### config.mk
export PLATFORM = sky130hd
export DESIGN_NAME = error_code_queue
export DESIGN_NICKNAME = d
export VERILOG_FILES = /design/src/error_queue_pkg.sv /design/src/queue_if.sv /design/src/queue_store.sv /design/src/error_code_queue.sv
export SDC_FILE = /design/constraint.sdc
export NUM_CORES = 1
export LEC_CHECK = 0
export BUFFER_PORTS_ARGS = -buffer_cell sky130_fd_sc_hd__buf_2
export CAP_MARGIN = 15
export CORE_UTILIZATION = 55
export DETAILED_ROUTE_END_ITERATION = 6
export GPL_TIMING_DRIVEN = 0
export PLACE_DENSITY = 0.76
export SLEW_MARGIN = 10
export SYNTH_ARGS = -nofsm -noshare
export SYNTH_HDL_FRONTEND = slang
export SYNTH_SLANG_ARGS = --single-unit
### constraint.sdc
create_clock -name ref_clk -period 3.85 [get_ports ref_clk]
set_clock_uncertainty 0.15 [all_clocks]
set_input_delay 0 -clock ref_clk [delete_from_list [all_inputs] [get_ports ref_clk]]
set_output_delay 0 -clock ref_clk [all_outputs]
set_load 0.02 [all_outputs]
### src/error_queue_pkg.sv
package error_queue_pkg;

	//////////////////////////////////////////////////////////////////////////////
	// sizes
	localparam int QUEUE_DEPTH = 30;
	localparam int ORD_SLOTS   = 29;
	localparam int CODE_W      = 16;
	localparam int ADR_W       = 8;
	localparam int DATA_W      = 32;

	//////////////////////////////////////////////////////////////////////////////
	// register offsets (byte addresses, one word each)
	localparam logic [ADR_W-1:0] OFS_POP     = 8'h00;
	localparam logic [ADR_W-1:0] OFS_LEVEL   = 8'h04;
	localparam logic [ADR_W-1:0] OFS_EVENT   = 8'h08;
	localparam logic [ADR_W-1:0] OFS_CONTROL = 8'h0C;
	localparam logic [ADR_W-1:0] OFS_REPORT  = 8'h10;

	//////////////////////////////////////////////////////////////////////////////
	// field positions and reset values
	localparam int ESR_CMD_BIT    = 5;
	localparam int ESR_EXEC_BIT   = 4;
	localparam int ESR_DEV_BIT    = 3;
	localparam int ESR_QUERY_BIT  = 2;
	localparam int CTRL_CLEAR_BIT = 0;
	localparam int LEVEL_MARK_BIT = 8;
	localparam logic [7:0] ESR_RESET = 8'h00;

	//////////////////////////////////////////////////////////////////////////////
	// error codes, two's complement
	localparam logic [CODE_W-1:0] CODE_NONE      = 16'h0000; // 0
	localparam logic [CODE_W-1:0] CODE_CMD_GEN   = 16'hFF9C; // -100
	localparam logic [CODE_W-1:0] CODE_CMD_LAST  = 16'hFF39; // -199
	localparam logic [CODE_W-1:0] CODE_GET_MSG   = 16'hFF97; // -105
	localparam logic [CODE_W-1:0] CODE_HDR_UNDEF = 16'hFF8F; // -113
	localparam logic [CODE_W-1:0] CODE_EXE_GEN   = 16'hFF38; // -200
	localparam logic [CODE_W-1:0] CODE_EXE_LAST  = 16'hFED5; // -299
	localparam logic [CODE_W-1:0] CODE_DEV_GEN   = 16'hFED4; // -300
	localparam logic [CODE_W-1:0] CODE_SELFTEST  = 16'hFEB6; // -330
	localparam logic [CODE_W-1:0] CODE_OVERFLOW  = 16'hFEA2; // -350
	localparam logic [CODE_W-1:0] CODE_DEV_LAST  = 16'hFE71; // -399
	localparam logic [CODE_W-1:0] CODE_QRY_GEN   = 16'hFE70; // -400
	localparam logic [CODE_W-1:0] CODE_QRY_LAST  = 16'hFE0D; // -499
	localparam logic [CODE_W-1:0] CODE_POS_LAST  = 16'h7FFF; // +32767

	typedef enum {BUS_IDLE, BUS_ACK} bus_state_e;

endpackage

### src/queue_if.sv
`timescale 1ns/100ps
interface queue_if #(
	parameter int W  = 16,
	parameter int CW = 5
);
	logic         push;
	logic [W-1:0] push_data;
	logic         pop;
	logic         clear;
	logic [W-1:0] head;
	logic [CW-1:0] count;

	modport store
	(
		input  push,
		input  push_data,
		input  pop,
		input  clear,
		output head,
		output count
	);

	modport ctrl
	(
		output push,
		output push_data,
		output pop,
		output clear,
		input  head,
		input  count
	);
endinterface

### src/queue_store.sv
`timescale 1ns/100ps
module queue_store #(
	parameter int DEPTH = 30,
	parameter int W     = 16
)(
	// clock and reset
	input  wire logic ref_clk,
	input  wire logic sys_rst,
	// queue side
	queue_if.store    q
);
	localparam int PW = $clog2(DEPTH);
	localparam int CW = $clog2(DEPTH + 1);
	localparam logic [PW-1:0] LAST_PTR = PW'(DEPTH - 1);
	localparam logic [CW-1:0] FULL_CNT = CW'(DEPTH);

	if (DEPTH < 2)
	begin : depth_check
		$error("queue_store: DEPTH must be at least 2");
	end

	logic [W-1:0]  mem [DEPTH];
	logic [PW-1:0] rd_ptr_reg;
	logic [PW-1:0] wr_ptr_reg;
	logic [CW-1:0] count_reg;

	wire           do_pop  = q.pop & (count_reg != '0) & ~q.clear;
	wire           do_push = q.push & (q.clear | do_pop | (count_reg != FULL_CNT));
	wire [PW-1:0]  wr_addr = q.clear ? '0 : wr_ptr_reg;
	wire [PW-1:0]  rd_inc  = (rd_ptr_reg == LAST_PTR) ? '0 : rd_ptr_reg + 1'b1;
	wire [PW-1:0]  wr_inc  = (wr_addr == LAST_PTR) ? '0 : wr_addr + 1'b1;
	wire [CW-1:0]  base    = q.clear ? '0 : count_reg;
	wire [CW-1:0]  count_next = base + CW'(do_push) - CW'(do_pop);

	assign q.head  = mem[rd_ptr_reg];
	assign q.count = count_reg;

	// head read and tail write on separate pointers keep strict arrival order
	always_ff @(posedge ref_clk)
	begin
		if (do_push)
			mem[wr_addr] <= q.push_data;
	end

	always_ff @(posedge ref_clk)
	begin
		if (sys_rst)
		begin
			rd_ptr_reg <= '0;
			wr_ptr_reg <= '0;
			count_reg  <= '0;
		end
		else
		begin
			rd_ptr_reg <= q.clear ? '0 : (do_pop ? rd_inc : rd_ptr_reg);
			wr_ptr_reg <= do_push ? wr_inc : wr_addr;
			count_reg  <= count_next;
		end
	end

	fifo_order_a: assert property (@(posedge ref_clk) disable iff (sys_rst)
		(q.push & ~q.pop & ~q.clear & (count_reg == '0)) |=> (q.head == $past(q.push_data)))
		else $error("first stored code is not at the head");
	pop_frees_a: assert property (@(posedge ref_clk) disable iff (sys_rst)
		(do_pop & ~q.push) |=> (count_reg == $past(count_reg) - 1'b1))
		else $error("pop did not free a slot");
endmodule

### src/error_code_queue.sv
// What this block does
// pop read returns and removes oldest code
// codes leave in strict arrival order
// thirty entries, twenty-nine ordinary, one marker
// full queue drops newest, writes minus 350
// popping head frees a slot at tail
// empty queue pops answer zero, state unchanged
// cleared at power-on, clear command, last pop
// each recorded error sets its class bit
// classes decoded from the code's numeric range
// first code of class is the generic code
// command errors set event status bit 5
// command error suppresses other classes same event
// unknown header reported as command error
// trigger inside message reported as command error
// execution errors set event status bit 4
// execution check follows rounding, rounding no error
// device-specific errors set event status bit 3
// query errors set event status bit 2
// recorded error code shown on display
// same-cycle push and pop keep count exact
`timescale 1ns/100ps
module error_code_queue
	import error_queue_pkg::*;
#(
	parameter int DEPTH = error_queue_pkg::QUEUE_DEPTH
)(
	// clock and reset
	input  wire logic                               ref_clk,
	input  wire logic                               sys_rst,
	// wishbone slave
	input  wire logic                               wb_cyc_i,
	input  wire logic                               wb_stb_i,
	input  wire logic                               wb_we_i,
	input  wire logic [error_queue_pkg::ADR_W-1:0]  wb_adr_i,
	input  wire logic [3:0]                         wb_sel_i,
	input  wire logic [error_queue_pkg::DATA_W-1:0] wb_dat_i,
	output logic      [error_queue_pkg::DATA_W-1:0] wb_dat_o,
	output logic                                    wb_ack_o,
	// error sources
	input  wire logic                               err_valid,
	input  wire logic [error_queue_pkg::CODE_W-1:0] err_code,
	input  wire logic                               hdr_unknown,
	input  wire logic                               get_in_msg,
	input  wire logic                               exec_param_invalid,
	input  wire logic                               selftest_fail,
	input  wire logic                               out_read_empty,
	input  wire logic                               out_data_lost,
	// display
	input  wire logic                               single_measurement_setting,
	input  wire logic                               meas_result_shown,
	output logic      [error_queue_pkg::CODE_W-1:0] disp_code,
	output logic                                    disp_show,
	// status
	output logic      [7:0]                         event_status,
	output logic      [$clog2(DEPTH+1)-1:0]         queue_count
);
	import error_queue_pkg::*;

	localparam int CW = $clog2(DEPTH + 1);
	localparam logic [CW-1:0] ORD_CNT = CW'(ORD_SLOTS);

	// refuse a depth that leaves no room for exactly one marker slot
	if (DEPTH != ORD_SLOTS + 1)
	begin : depth_check
		$error("error_code_queue: DEPTH must be one more than the ordinary slots");
	end

	//////////////////////////////////////////////////////////////////////////////
	// class decode
	function automatic logic [7:0] class_bits(input logic [CODE_W-1:0] c);
		logic signed [CODE_W-1:0] s;
		logic [7:0]               b;
		s = $signed(c);
		b = 8'h00;
		if (s <= $signed(CODE_CMD_GEN) && s >= $signed(CODE_CMD_LAST))
			b[ESR_CMD_BIT] = 1'b1;
		else if (s <= $signed(CODE_EXE_GEN) && s >= $signed(CODE_EXE_LAST))
			b[ESR_EXEC_BIT] = 1'b1;
		else if (s <= $signed(CODE_DEV_GEN) && s >= $signed(CODE_DEV_LAST))
			b[ESR_DEV_BIT] = 1'b1;
		else if (s <= $signed(CODE_QRY_GEN) && s >= $signed(CODE_QRY_LAST))
			b[ESR_QUERY_BIT] = 1'b1;
		else if (s > $signed(CODE_NONE))
			b[ESR_DEV_BIT] = 1'b1;
		return b;
	endfunction

	//////////////////////////////////////////////////////////////////////////////
	// storage
	queue_if #(.W(CODE_W), .CW(CW)) q ();

	queue_store #(
		.DEPTH (DEPTH),
		.W     (CODE_W)
	) u_store (
		.ref_clk (ref_clk),
		.sys_rst (sys_rst),
		.q       (q.store)
	);

	//////////////////////////////////////////////////////////////////////////////
	// bus decode
	bus_state_e         bus_state_reg;
	bus_state_e         bus_state_next;
	logic [DATA_W-1:0]  rdata_reg;
	logic [7:0]         esr_reg;
	logic [7:0]         esr_next;
	logic               tail_mark_reg;
	logic               tail_mark_next;
	logic [CODE_W-1:0]  disp_code_reg;
	logic               disp_show_reg;

	wire                req      = wb_cyc_i & wb_stb_i & (bus_state_reg == BUS_IDLE);
	wire                rd_req   = req & ~wb_we_i;
	wire                wr_req   = req & wb_we_i;
	wire                hit_pop  = (wb_adr_i == OFS_POP);
	wire                hit_lvl  = (wb_adr_i == OFS_LEVEL);
	wire                hit_esr  = (wb_adr_i == OFS_EVENT);
	wire                hit_ctl  = (wb_adr_i == OFS_CONTROL);
	wire                hit_rep  = (wb_adr_i == OFS_REPORT);
	wire                q_empty  = (q.count == '0);
	wire                pop_rd   = rd_req & hit_pop;
	wire                esr_rd   = rd_req & hit_esr;
	wire                clr_cmd  = wr_req & hit_ctl & wb_sel_i[0] & wb_dat_i[CTRL_CLEAR_BIT];
	wire                rep_wr   = wr_req & hit_rep & (&wb_sel_i[1:0]);
	wire [CODE_W-1:0]   rep_code = wb_dat_i[CODE_W-1:0];

	// a read of an empty queue answers zero and leaves the queue as it is
	wire [CODE_W-1:0]   pop_val  = q_empty ? CODE_NONE : q.head;
	wire [DATA_W-1:0]   pop_word = {{(DATA_W-CODE_W){pop_val[CODE_W-1]}}, pop_val};
	wire [DATA_W-1:0]   lvl_word = {{(DATA_W-LEVEL_MARK_BIT-1){1'b0}}, tail_mark_reg,
	                                {(LEVEL_MARK_BIT-CW){1'b0}}, q.count};
	wire [DATA_W-1:0]   esr_word = {{(DATA_W-8){1'b0}}, esr_reg};
	wire [DATA_W-1:0]   rd_mux;

	assign rd_mux = hit_pop ? pop_word :
	                hit_lvl ? lvl_word :
	                hit_esr ? esr_word : '0;

	always_comb
	begin
		bus_state_next = bus_state_reg;
		case (bus_state_reg)
			BUS_IDLE: if (req) bus_state_next = BUS_ACK;
			BUS_ACK:  bus_state_next = BUS_IDLE;
			default:  bus_state_next = BUS_IDLE;
		endcase
	end

	//////////////////////////////////////////////////////////////////////////////
	// error source arbitration
	// one error per cycle; a parser error hides anything else raised with it
	wire                cmd_evt  = hdr_unknown | get_in_msg;
	wire                any_cand;
	wire [CODE_W-1:0]   cand_code;

	assign cand_code = hdr_unknown        ? CODE_HDR_UNDEF :
	                   get_in_msg         ? CODE_GET_MSG   :
	                   exec_param_invalid ? CODE_EXE_GEN   :
	                   selftest_fail      ? CODE_SELFTEST  :
	                   (out_read_empty | out_data_lost) ? CODE_QRY_GEN :
	                   err_valid          ? err_code       :
	                   rep_code;
	// exec_param_invalid is raised by the source after rounding; rounding alone never reaches here
	assign any_cand = cmd_evt | exec_param_invalid | selftest_fail |
	                  out_read_empty | out_data_lost | err_valid | rep_wr;

	// codes outside every class are not recorded
	wire [7:0]          cand_cls = class_bits(cand_code);
	wire                cand_ok  = any_cand & (cand_cls != 8'h00);

	//////////////////////////////////////////////////////////////////////////////
	// occupancy after this cycle's pop or clear
	wire                do_pop   = pop_rd & ~q_empty & ~clr_cmd;
	wire [CW-1:0]       eff_cnt  = clr_cmd ? '0 : (q.count - CW'(do_pop));
	wire                eff_mark = (eff_cnt != '0) & tail_mark_reg;
	wire                store_ord  = cand_ok & (eff_cnt < ORD_CNT);
	wire                store_mark = cand_ok & (eff_cnt == ORD_CNT) & ~eff_mark;
	wire                do_push  = store_ord | store_mark;
	wire [CODE_W-1:0]   push_code = store_mark ? CODE_OVERFLOW : cand_code;
	wire [7:0]          push_cls = class_bits(push_code);

	assign q.push      = do_push;
	assign q.push_data = push_code;
	assign q.pop       = do_pop;
	assign q.clear     = clr_cmd;

	// once the marker sits at the tail, later errors are dropped until pops bring the count below twenty-nine
	always_comb
	begin
		tail_mark_next = tail_mark_reg;
		if (do_push)
			tail_mark_next = store_mark;
		else if (eff_cnt == '0)
			tail_mark_next = 1'b0;
	end

	// set wins over read-clear and clear command
	always_comb
	begin
		esr_next = esr_reg;
		if (esr_rd | clr_cmd)
			esr_next = ESR_RESET;
		if (do_push)
			esr_next = esr_next | push_cls;
	end

	//////////////////////////////////////////////////////////////////////////////
	// registers
	always_ff @(posedge ref_clk)
	begin
		if (sys_rst)
		begin
			bus_state_reg <= BUS_IDLE;
			rdata_reg     <= '0;
			esr_reg       <= ESR_RESET;
			tail_mark_reg <= 1'b0;
		end
		else
		begin
			bus_state_reg <= bus_state_next;
			rdata_reg     <= rd_req ? rd_mux : rdata_reg;
			esr_reg       <= esr_next;
			tail_mark_reg <= tail_mark_next;
		end
	end

	// measurements overwrite the message only when running continuously
	always_ff @(posedge ref_clk)
	begin
		if (sys_rst)
		begin
			disp_code_reg <= CODE_NONE;
			disp_show_reg <= 1'b0;
		end
		else
		begin
			disp_code_reg <= do_push ? push_code : disp_code_reg;
			disp_show_reg <= do_push | (disp_show_reg & ~(meas_result_shown & ~single_measurement_setting));
		end
	end

	assign wb_ack_o     = (bus_state_reg == BUS_ACK);
	assign wb_dat_o     = rdata_reg;
	assign disp_code    = disp_code_reg;
	assign disp_show    = disp_show_reg;
	assign event_status = esr_reg;
	assign queue_count  = q.count;

	//////////////////////////////////////////////////////////////////////////////
	// checks
	pop_head_a: assert property (@(posedge ref_clk) disable iff (sys_rst)
		(pop_rd & ~q_empty & ~clr_cmd & ~do_push) |=>
		(wb_dat_o[CODE_W-1:0] == $past(q.head)) && (q.count == $past(q.count) - 1'b1))
		else $error("pop did not return and remove the head");

	depth_bound_a: assert property (@(posedge ref_clk) disable iff (sys_rst)
		(q.count <= CW'(DEPTH)) && ((q.count == CW'(DEPTH)) -> tail_mark_reg))
		else $error("queue beyond thirty or thirtieth not the marker");

	overflow_mark_a: assert property (@(posedge ref_clk) disable iff (sys_rst)
		(cand_ok & ~do_pop & ~clr_cmd & (q.count == ORD_CNT) & ~tail_mark_reg) |=>
		(q.count == CW'(DEPTH)) && tail_mark_reg && (disp_code == CODE_OVERFLOW))
		else $error("overflow marker not written at full queue");

	drop_newest_a: assert property (@(posedge ref_clk) disable iff (sys_rst)
		(cand_ok & ~do_pop & ~clr_cmd & (q.count == CW'(DEPTH))) |=> $stable(q.count))
		else $error("error accepted while overflowed");

	empty_zero_a: assert property (@(posedge ref_clk) disable iff (sys_rst)
		(pop_rd & q_empty & ~any_cand) |=> (wb_dat_o == '0) && (q.count == '0))
		else $error("empty pop not zero or state changed");

	clear_empty_a: assert property (@(posedge ref_clk) disable iff (sys_rst)
		(clr_cmd & ~cand_ok) |=> (q.count == '0) && (event_status == ESR_RESET))
		else $error("clear command did not empty queue");

	cmd_bit_a: assert property (@(posedge ref_clk) disable iff (sys_rst)
		(store_ord & cmd_evt) |=> event_status[ESR_CMD_BIT] && (disp_code == $past(cand_code)))
		else $error("command error did not set bit 5");

	cmd_excl_a: assert property (@(posedge ref_clk) disable iff (sys_rst)
		cmd_evt |-> (cand_cls == (8'h01 << ESR_CMD_BIT)))
		else $error("command event produced another class");

	class_bit_a: assert property (@(posedge ref_clk) disable iff (sys_rst)
		do_push |=> ((event_status & $past(push_cls)) == $past(push_cls)))
		else $error("recorded error left its class bit clear");

	display_a: assert property (@(posedge ref_clk) disable iff (sys_rst)
		do_push |=> disp_show ##1 (disp_show || $past(meas_result_shown)))
		else $error("display message missing after error");

	same_cycle_a: assert property (@(posedge ref_clk) disable iff (sys_rst)
		(do_push & do_pop) |=> $stable(q.count))
		else $error("count wrong on push with pop");

	exec_bit_a: assert property (@(posedge ref_clk) disable iff (sys_rst)
		(store_ord & exec_param_invalid & ~cmd_evt) |=> event_status[ESR_EXEC_BIT])
		else $error("execution error did not set bit 4");

	exec_gen_a: assert property (@(posedge ref_clk) disable iff (sys_rst)
		(store_ord & exec_param_invalid & ~cmd_evt) |=> (disp_code == CODE_EXE_GEN))
		else $error("execution error not recorded as generic code");

	dev_bit_a: assert property (@(posedge ref_clk) disable iff (sys_rst)
		(do_push & ~push_code[CODE_W-1] & (push_code != CODE_NONE)) |=> event_status[ESR_DEV_BIT])
		else $error("positive code did not set bit 3");

	query_bit_a: assert property (@(posedge ref_clk) disable iff (sys_rst)
		(store_ord & (out_read_empty | out_data_lost) & ~cmd_evt & ~exec_param_invalid & ~selftest_fail) |=>
		event_status[ESR_QUERY_BIT] && (disp_code == CODE_QRY_GEN))
		else $error("query error not recorded with bit 2");

	hdr_code_a: assert property (@(posedge ref_clk) disable iff (sys_rst)
		(store_ord & hdr_unknown) |=> (disp_code == CODE_HDR_UNDEF) && event_status[ESR_CMD_BIT])
		else $error("unknown header not recorded as command error");

	trig_code_a: assert property (@(posedge ref_clk) disable iff (sys_rst)
		(store_ord & get_in_msg & ~hdr_unknown) |=> (disp_code == CODE_GET_MSG))
		else $error("trigger in message not recorded");

	last_pop_a: assert property (@(posedge ref_clk) disable iff (sys_rst)
		(do_pop & ~do_push & (q.count == CW'(1))) |=> (q.count == '0) && ~tail_mark_reg)
		else $error("last pop did not empty the queue");

	empty_mark_a: assert property (@(posedge ref_clk) disable iff (sys_rst)
		(q.count == '0) |-> ~tail_mark_reg)
		else $error("marker flag set on empty queue");

	drop_unknown_a: assert property (@(posedge ref_clk) disable iff (sys_rst)
		(any_cand & (cand_cls == 8'h00) & ~do_pop & ~clr_cmd) |=> $stable(q.count))
		else $error("unclassified code was stored");

	mark_full_a: assert property (@(posedge ref_clk) disable iff (sys_rst)
		(do_push & do_pop & (q.count == ORD_CNT) & ~tail_mark_reg) |=> ~tail_mark_reg)
		else $error("marker written while a slot was freed");

	read_set_a: assert property (@(posedge ref_clk) disable iff (sys_rst)
		(esr_rd & do_push) |=> (event_status == $past(push_cls)))
		else $error("class bit lost to status read");

	err_code_a: assert property (@(posedge ref_clk) disable iff (sys_rst)
		(store_ord & err_valid & ~cmd_evt & ~exec_param_invalid & ~selftest_fail & ~out_read_empty &
		~out_data_lost) |=> (disp_code == $past(err_code)) && disp_show)
		else $error("reported code not shown");

	empty_esr_a: assert property (@(posedge ref_clk) disable iff (sys_rst)
		(pop_rd & q_empty & ~any_cand) |=> $stable(event_status))
		else $error("empty pop changed event status");
endmodule

==> metrics.csv, run 1 <==
stage,metric,value,unit
yosys,Synth Cell Area,22300,sq um
timing,minimum clock period,3860,ps
yosys,Post-Synth Adder-Cell Area,0.820,%
yosys,largest family of logic cells by synthesized area,multiplexers,
yosys,Yosys cell types,70,
timing,fmax,0.259,GHz
placement,gpl congestion,0.922,
critical_path,Worst R2R End,wb_dat_o[7],
clock_network,clk buf depth,3,
timing,RSZ-0062 raised after global routing,yes,
detailed_routing,post-route ant nets,0,
critical_path,path depth of the worst reg2reg path,9,
timing,final worst path period share,100,%
placement,Placed Instance Area,23900,sq um
finish,max reg flops,480,
timing,setup TNS,-8.22,ps
outcome,failing checks,setup timing,
yosys,xor and xnor area share after synthesis,0.354,%
power_and_ir_drop,"Power, Total",12.7,mW
power_and_ir_drop,worst vdd ir,0.000328,V
power_and_ir_drop,power per cell area,473,nW/um^2
critical_path,Critical Path RT,4130,ps
clock_network,CTS Buf Count,51,
critical_path,Crit path arrival time,4140,ps
global_route,initial antenna violation count,0,
critical_path,Crit. End Element,flop,
floorplan,std cell rows,73,
hold_path,Hold Startpoint,err_code[9],
hold_path,Hold Crit Class,in2reg,
clock_network,clock insertion delay at the later pin of the skew report,580,ps
finish,multi-input logic area,6580,sq um
finish,Final Instance Area,27000,sq um
timing,Slew headroom,17.3,%
detailed_routing,vias per cell,6.44,
global_route,grt ovf,0,
yosys,multiplexer area fraction after synthesis,17.4,%
critical_path,Setup CP Type,reg2reg,
yosys,Post-synth ARST share,0,%
clock_network,"Reg clk slew, reported paths",70,ps
floorplan,Ports,137,
critical_path,crit-path leading delay family,buffers and inverters,
placement,Post-DP HPWL,36.4,mm
detailed_routing,first-pass iteration count of the detailed router,5,
timing,PnR worst setup slack,-8.22,ps
yosys,Mean Syn Cell Area,18.0,sq um
global_route,first-pass GRT wire length,88.9,mm
global_route,Total GRT Usage,30.1,%
run,max_cap viols,0,
finish,nets@finish,1611,
yosys,register area share after synthesis,70.0,%
yosys,flop and latch count out of synthesis,539,
finish,Area Growth Syn to Fin,21.1,%
yosys,"EDFF count, synth",480,
critical_path,"Buf+Inv Stages, Crit Path",3,
power_and_ir_drop,P_leak,9.18,nW
hold_path,Worst Hold End,u_store.mem[7][9],
critical_path,Critical Path Fanout Max,10,
yosys,Synth Area in Simple Gates,5.52,%
critical_path,R2R Setup Slk,-8,ps
yosys,Yosys warning count,0,
clock_network,CTS tree,built,
clock_network,clk sink count,539,
placement,# port buffers,112,
floorplan,core region area,39800,sq um
floorplan,die width,203,microns
critical_path,Worst path slowest cell,buf_1,
yosys,synthesized instance count,1239,
floorplan,die extent in y,203,microns
detailed_routing,DRT iter0 DRCs,1509,
finish,diodes inserted,0,
floorplan,initial core utilization,55.9,%
global_route,vias in the first global route,13400,
critical_path,max incr delay on CP,640,ps
finish,Fillers,2471,
yosys,Post-synth top flop,edfxtp_1,
outcome,status,finished with violations,
detailed_routing,DRC Markers,0,
critical_path,startpoint types,flop,
timing,max-slew violations,0,
clock_network,root buf cell,clkbuf_16,
detailed_routing,WL/cell,29.8,microns
timing,endpoints failing hold,0,
yosys,post-synthesis compound-gate area fraction,3.65,%
detailed_routing,detailed-route via count,13400,
finish,register area,15600,sq um
clock_network,H-tree Lvls,2,
finish,share of layout cells above drive strength 1,35.6,%
timing,final setup fails,1,
timing,Worst Max-Slew Pin Slew,1240,ps
critical_path,worst path cell trace,clkbuf_1 -> buf_1 -> clkbuf_1 -> mux4_2 -> mux4_2 -> nand2_1 -> o21ai_0 -> a22oi_1 -> nor2_1,
global_route,largest net degree at the start of global routing,31,
detailed_routing,Routed WL,62.3,mm
floorplan,Die ar.,41300,sq um
hold_path,WHS Path Cells,3,
[cells in the mapped netlist, types with 3 or more instances]
library cell	count	area, sq um
o22a_1	3	26.3
or2_2	4	25.0
dfxtp_1	59	1180
nand4_1	9	56.3
and4_1	3	26.3
clkbuf_1	36	135
buf_4	23	173
nor2_1	92	345
and3_1	5	31.3
nor3_1	8	40.0
a21oi_1	33	165
nand3_1	16	80.1
nor2b_1	5	31.3
xor2_1	7	61.3
nor4b_1	3	26.3
a211oi_1	7	52.6
o211ai_1	4	30.0
mux2_2	31	349
a22oi_1	16	120
o21ai_0	14	70.1
buf_2	10	50.1
mux2i_1	43	430
or3_1	9	56.3
ha_1	13	163
buf_1	13	48.8
nand2b_1	12	75.1
a21o_1	3	22.5
inv_1	20	75.1
mux4_2	137	3090
nand2_1	45	169
a31oi_1	11	68.8
and2_1	11	68.8
nor4_1	6	37.5
edfxtp_1	480	14400
[layer usage]
metal / share of wire (%) / global-route usage (%) / vias to the layer above
met5: 0 / 0 / -
met4: 4.1 / 9.91 / 0
met3: 9.3 / 5.72 / 165
met2: 51 / 52.1 / 947
met1: 36 / 38.4 / 6806
li1: - / - / 5529
[cell usage in the layout, fill, tap and decap left out, types with 12 or more instances in the layout]
cell type,n
mux2i_1,43
a21oi_1,31
mux4_2,137
clkinv_2,12
nand2_1,42
clkbuf_16,51
a22oi_1,15
buf_4,65
nor2_1,62
nand2b_1,12
clkbuf_1,33
edfxtp_1,480
mux2_2,31
buf_12,12
dfxtp_1,54
nor2_4,26
o21ai_0,14
inv_1,16
buf_2,122
buf_8,16
dlygate4sd3_1,47
[what timing repair did]
| action | CTS | global route |
|---|---|---|
| setup endpoints to repair | 778 | 337 |
| cloned | 0 | 0 |
| buffers inserted | 20 | 34 |
| hold buffers | 47 | 0 |
| resized for setup | 61 | 37 |
| endpoints found under the hold margin | 33 | 0 |
| pin swaps | 23 | 22 |
[stage by stage]
stage	utilization, %	setup WS, ps	hold slack [ps]	std cells
2_1_floorplan	-	-165	50.6	1242
3_3_place_gp	59.1	-1660	175	1879
3_5_place_dp	60.1	-939	180	1898
4_1_cts	66.9	5.60	0.405	2056
5_1_grt	67.7	-94.3	58.7	2088
6_report	67.7	-8.22	17.4	2088
[cell type report]
type                       instances  share of cell area, %
inverter                          20                  0.288
multi-input combinational        600                   24.4
tap                              525                   2.44
sequential                       539                   57.9
buffer                            79                   1.60
clock buffer                      58                   4.91
timing repair buffer             232                   7.02
clock inverter                    35                   1.48
[worst register-to-register path: cells and delay by family (launching register included)]
family / cells / cell delay [ps]
AND/OR/NAND/NOR: 2 / 260
multiplexers: 2 / 960
flip-flops: 1 / 340
buffers and inverters: 3 / 1620
AO/OA/AOI/OAI: 2 / 360
[cell families (layout without fill, tap and decap cells)]
| family | after synthesis | after routing |
|---|---|---|
| AOI/OAI and AO/OA | 118 | 118 |
| xor gates and xnor gates | 9 | 9 |
| and+or+nand+nor | 243 | 243 |
| buffers and inverters | 103 | 424 |
| other | 1 | 4 |
| adders and majority gates | 14 | 14 |
| muxes | 212 | 212 |
| DFF | 539 | 539 |
[worst max path at each step]
stage | from | endpoint | depth (start not counted)
2_1_floorplan | wb_adr_i[5] | u_store.mem[20][0] | 14
3_3_place_gp | get_in_msg | u_store.mem[8][11] | 10
3_5_place_dp | wb_adr_i[5] | u_store.mem[25][6] | 15
4_1_cts | u_store.q.count[3] | u_store.q.count[4] | 23
5_1_grt | u_store.q.count[2] | u_store.q.count[4] | 22
6_report | flop | wb_dat_o[7] | 9
[power by group]
part	switching [mW]	total (mW)	leakage (nW)	internal (mW)
combinational	0.587	0.953	3.22	0.366
sequential	0.0826	6.57	5.11	6.48
clock	2.16	5.22	0.853	3.06
Note: power is estimated with default switching activity, not from simulation.
==> run 2, diff against run 1 <==
--- a/config.mk
+++ b/config.mk
@@ -10,7 +10,7 @@
 export CORE_UTILIZATION = 55
 export DETAILED_ROUTE_END_ITERATION = 6
 export GPL_TIMING_DRIVEN = 0
-export PLACE_DENSITY = 0.76
+export PLACE_DENSITY_LB_ADDON = 0.12
 export SLEW_MARGIN = 10
 export SYNTH_ARGS = -nofsm -noshare
 export SYNTH_HDL_FRONTEND = slang
==> run 2 against run 1 <==
The flow now finishes without violations; first-iteration DRC count fell by 21%; global-route usage fell by 1.7 points; clock power barely moved; via count fell by 3.7%; non-clock buffer count fell by 18; combinational power fell by 4.3%; cell count fell by 0.53%.
==> metrics.csv, run 2 (synthesis gave the netlist of run 1 again) <==
stage,metric,value,unit,change
hold_path,Hold Crit Class,in2reg,,unchanged
critical_path,Critical Path RT,4000,ps,was 4130 ps
power_and_ir_drop,clock share of power,41.2,%,was 41.0%
floorplan,die width,203,microns,unchanged
global_route,vias in the first global route,12800,,was 13400
critical_path,CP startpoint,bus_state_reg[0],,
floorplan,initial core utilization,55.9,%,unchanged
timing,Worst Max-Slew Pin Slew,1410,ps,was 1240 ps
floorplan,core region area,39800,sq um,unchanged
finish,max reg flops,480,,unchanged
critical_path,R2R Setup Slk,20,ps,was -8 ps
finish,diodes inserted,0,,unchanged
finish,nets@finish,1597,,was 1611
finish,final core utilization,67.6,%,was 67.7%
timing,fmax,0.261,GHz,was 0.259 GHz
timing,final setup fails,0,,was 1
detailed_routing,vias per cell,6.24,,was 6.44
clock_network,clk buf depth,3,,unchanged
timing,final worst path period share,99.5,%,was 100%
power_and_ir_drop,switching power,2.80,mW,was 2.83 mW
detailed_routing,DRT iter0 DRCs,1195,,was 1509
detailed_routing,DRC Markers,0,,unchanged
clock_network,H-tree Lvls,2,,unchanged
detailed_routing,Routed WL,58.0,mm,was 62.3 mm
floorplan,Die ar.,41300,sq um,unchanged
power_and_ir_drop,Internal,9.89,mW,was 9.91 mW
finish,register area,15600,sq um,unchanged
placement,gpl congestion,0.909,,was 0.922
critical_path,crit path to,u_store.mem[17][14],,was wb_dat_o[7]
detailed_routing,WL/cell,27.9,microns,was 29.8 microns
power_and_ir_drop,P_leak,9.10,nW,was 9.18 nW
clock_network,CTS tree,built,,unchanged
critical_path,startpoint types,flop,,unchanged
finish,most frequent cells in the layout,"edfxtp_1 (480), mux4_2 (137), buf_2 (122)",,unchanged
critical_path,Crit. End Element,flop,,unchanged
critical_path,Setup CP Type,reg2reg,,unchanged
detailed_routing,post-route ant nets,0,,unchanged
placement,# port buffers,112,,unchanged
global_route,grt ovf,0,,unchanged
floorplan,std cell rows,73,,unchanged
placement,placed insts,1900,,was 1898
clock_network,"Reg clk slew, reported paths",60,ps,was 70 ps
clock_network,clock insertion delay at the later pin of the skew report,590,ps,was 580 ps
finish,"most common cell after layout, fill and taps aside",edfxtp_1,,unchanged
detailed_routing,first-pass iteration count of the detailed router,5,,unchanged
critical_path,Crit path arrival time,3980,ps,was 4140 ps
finish,Area Growth Syn to Fin,20.9,%,was 21.1%
critical_path,Worst R2R End,u_store.mem[17][14],,was wb_dat_o[7]
global_route,initial antenna violation count,0,,unchanged
floorplan,Ports,137,,unchanged
timing,minimum clock period,3830,ps,was 3860 ps
finish,multi-input logic area,6590,sq um,was 6580 sq um
run,max_cap viols,0,,unchanged
detailed_routing,detailed-route via count,13000,,was 13400
power_and_ir_drop,power per cell area,472,nW/um^2,was 473 nW/um^2
global_route,largest net degree at the start of global routing,31,,unchanged
clock_network,clk sink count,539,,unchanged
global_route,first-pass GRT wire length,83.5,mm,was 88.9 mm
finish,fin cells,2077,,was 2088
critical_path,Critical Path Fanout Max,10,,unchanged
critical_path,path depth of the worst reg2reg path,15,,was 9
outcome,status,"complete, no violations",,was finished with violations
clock_network,CTS Buf Count,53,,was 51
finish,share of layout cells above drive strength 1,34.8,%,was 35.6%
global_route,Total GRT Usage,28.4,%,was 30.1%
floorplan,die extent in y,203,microns,unchanged
power_and_ir_drop,sw frac,22.1,%,was 22.2%
clock_network,root buf cell,clkbuf_16,,unchanged
power_and_ir_drop,Logic pwr share,7.2,%,was 7.5%
placement,Post-DP HPWL,37.4,mm,was 36.4 mm
timing,max-slew violations,0,,unchanged
timing,Slew headroom,5.42,%,was 17.3%
critical_path,reg-to-reg critical path startpoint,bus_state_reg[0],,
power_and_ir_drop,worst vdd ir,0.000405,V,was 0.000328 V
finish,Fillers,2643,,was 2471
timing,RSZ-0062 raised after global routing,yes,,unchanged
power_and_ir_drop,share of total power in sequential cells,51.6,%,was 51.5%
timing,endpoints failing hold,0,,unchanged
[run 2: cell types whose count changed in the layout (fill, tap and decap cells not counted), sizes merged]
cell	change
buf	-15
bufinv	-2
clkbuf	+1
clkdlybuf4s15	+4
clkinv	-4
clkinvlp	+4
dlygate4sd3	-1
nand3	+2
[run 2: final cells by class]
class,instances,area share [%]
Buffer,79,1.69
Clock buffer,65,5.21
Clock inverter,33,1.31
Inverter,20,0.297
Multi-Input combinational cell,602,24.5
Sequential cell,539,58.0
Tap cell,525,2.44
Timing Repair Buffer,214,6.64
[run 2: power by group through the flow]
stage                     combinational, mW  clock [mW]  sequential [mW]
after global placement                0.757           0             6.67
final                                 0.912        5.23             6.56
after global routing                  0.977        5.48             6.57
after CTS                             0.877        5.27             6.55
after floorplan                       0.460           0             6.69
after detailed placement              0.791           0             6.67
[run 2: worst min-delay path by stage]
| stage | startpoint | endpoint | cells past startpoint |
|---|---|---|---|
| finish | wb_dat_i[7] | disp_code[7] | 5 |
| global route | exec_param_invalid | disp_code[0] | 6 |
| CTS | wb_dat_i[7] | disp_code[7] | 5 |
| detailed placement | single_measurement_setting | disp_show | 3 |
| global placement | single_measurement_setting | disp_show | 3 |
| floorplan | wb_stb_i | bus_state_reg[0] | 2 |
[run 2: per-stage QoR]
step / instance area [sq um] / hold slack, ps / power, mW / setup WS [ps] / setup TNS (ps)
floorplan: 22300 / 50.6 / 7.15 / -165 / -35350
global placement: 23500 / 214 / 7.42 / -1730 / -943380
detailed placement: 23900 / 209 / 7.46 / -1120 / -532310
CTS: 26800 / 6.68 / 12.7 / -23.1 / -23.1
global route: 26900 / 75.7 / 13.0 / -100 / -7490
finish: 26900 / 34.7 / 12.7 / 20.0 / 0
[run 2: critical path, stage by stage (launching register included)]
cell	delay, ps
dfxtp_2	310
nand3b_1	150
buf_6	140
nor2_4	120
and4_4	240
ha_4	150
ha_4	130
nor2b_1	40
a21oi_1	140
o22ai_1	130
and2_4	160
a22oi_2	160
o211ai_4	140
or4_1	540
nor2_2	530
buf_8	240
[run 2: per-layer routing]
| layer | GRT usage (%) | vias up | wire, microns |
|---|---|---|---|
| li1 | - | 5517 | - |
| met1 | 38.9 | 6722 | 23700 |
| met2 | 46.8 | 596 | 28300 |
| met3 | 3.82 | 117 | 4230 |
| met4 | 10.6 | 0 | 1810 |
| met5 | 0 | - | 0 |
[run 2: repair_timing]
action | 4_1_cts | 5_1_grt
hold buffers | 46 | 0
gates cloned | 0 | 2
hold endpoints to repair | 147 | 0
setup endpoints to repair | 810 | 701
pin swaps | 28 | 17
setup buffers | 25 | 10
resized for setup | 62 | 26
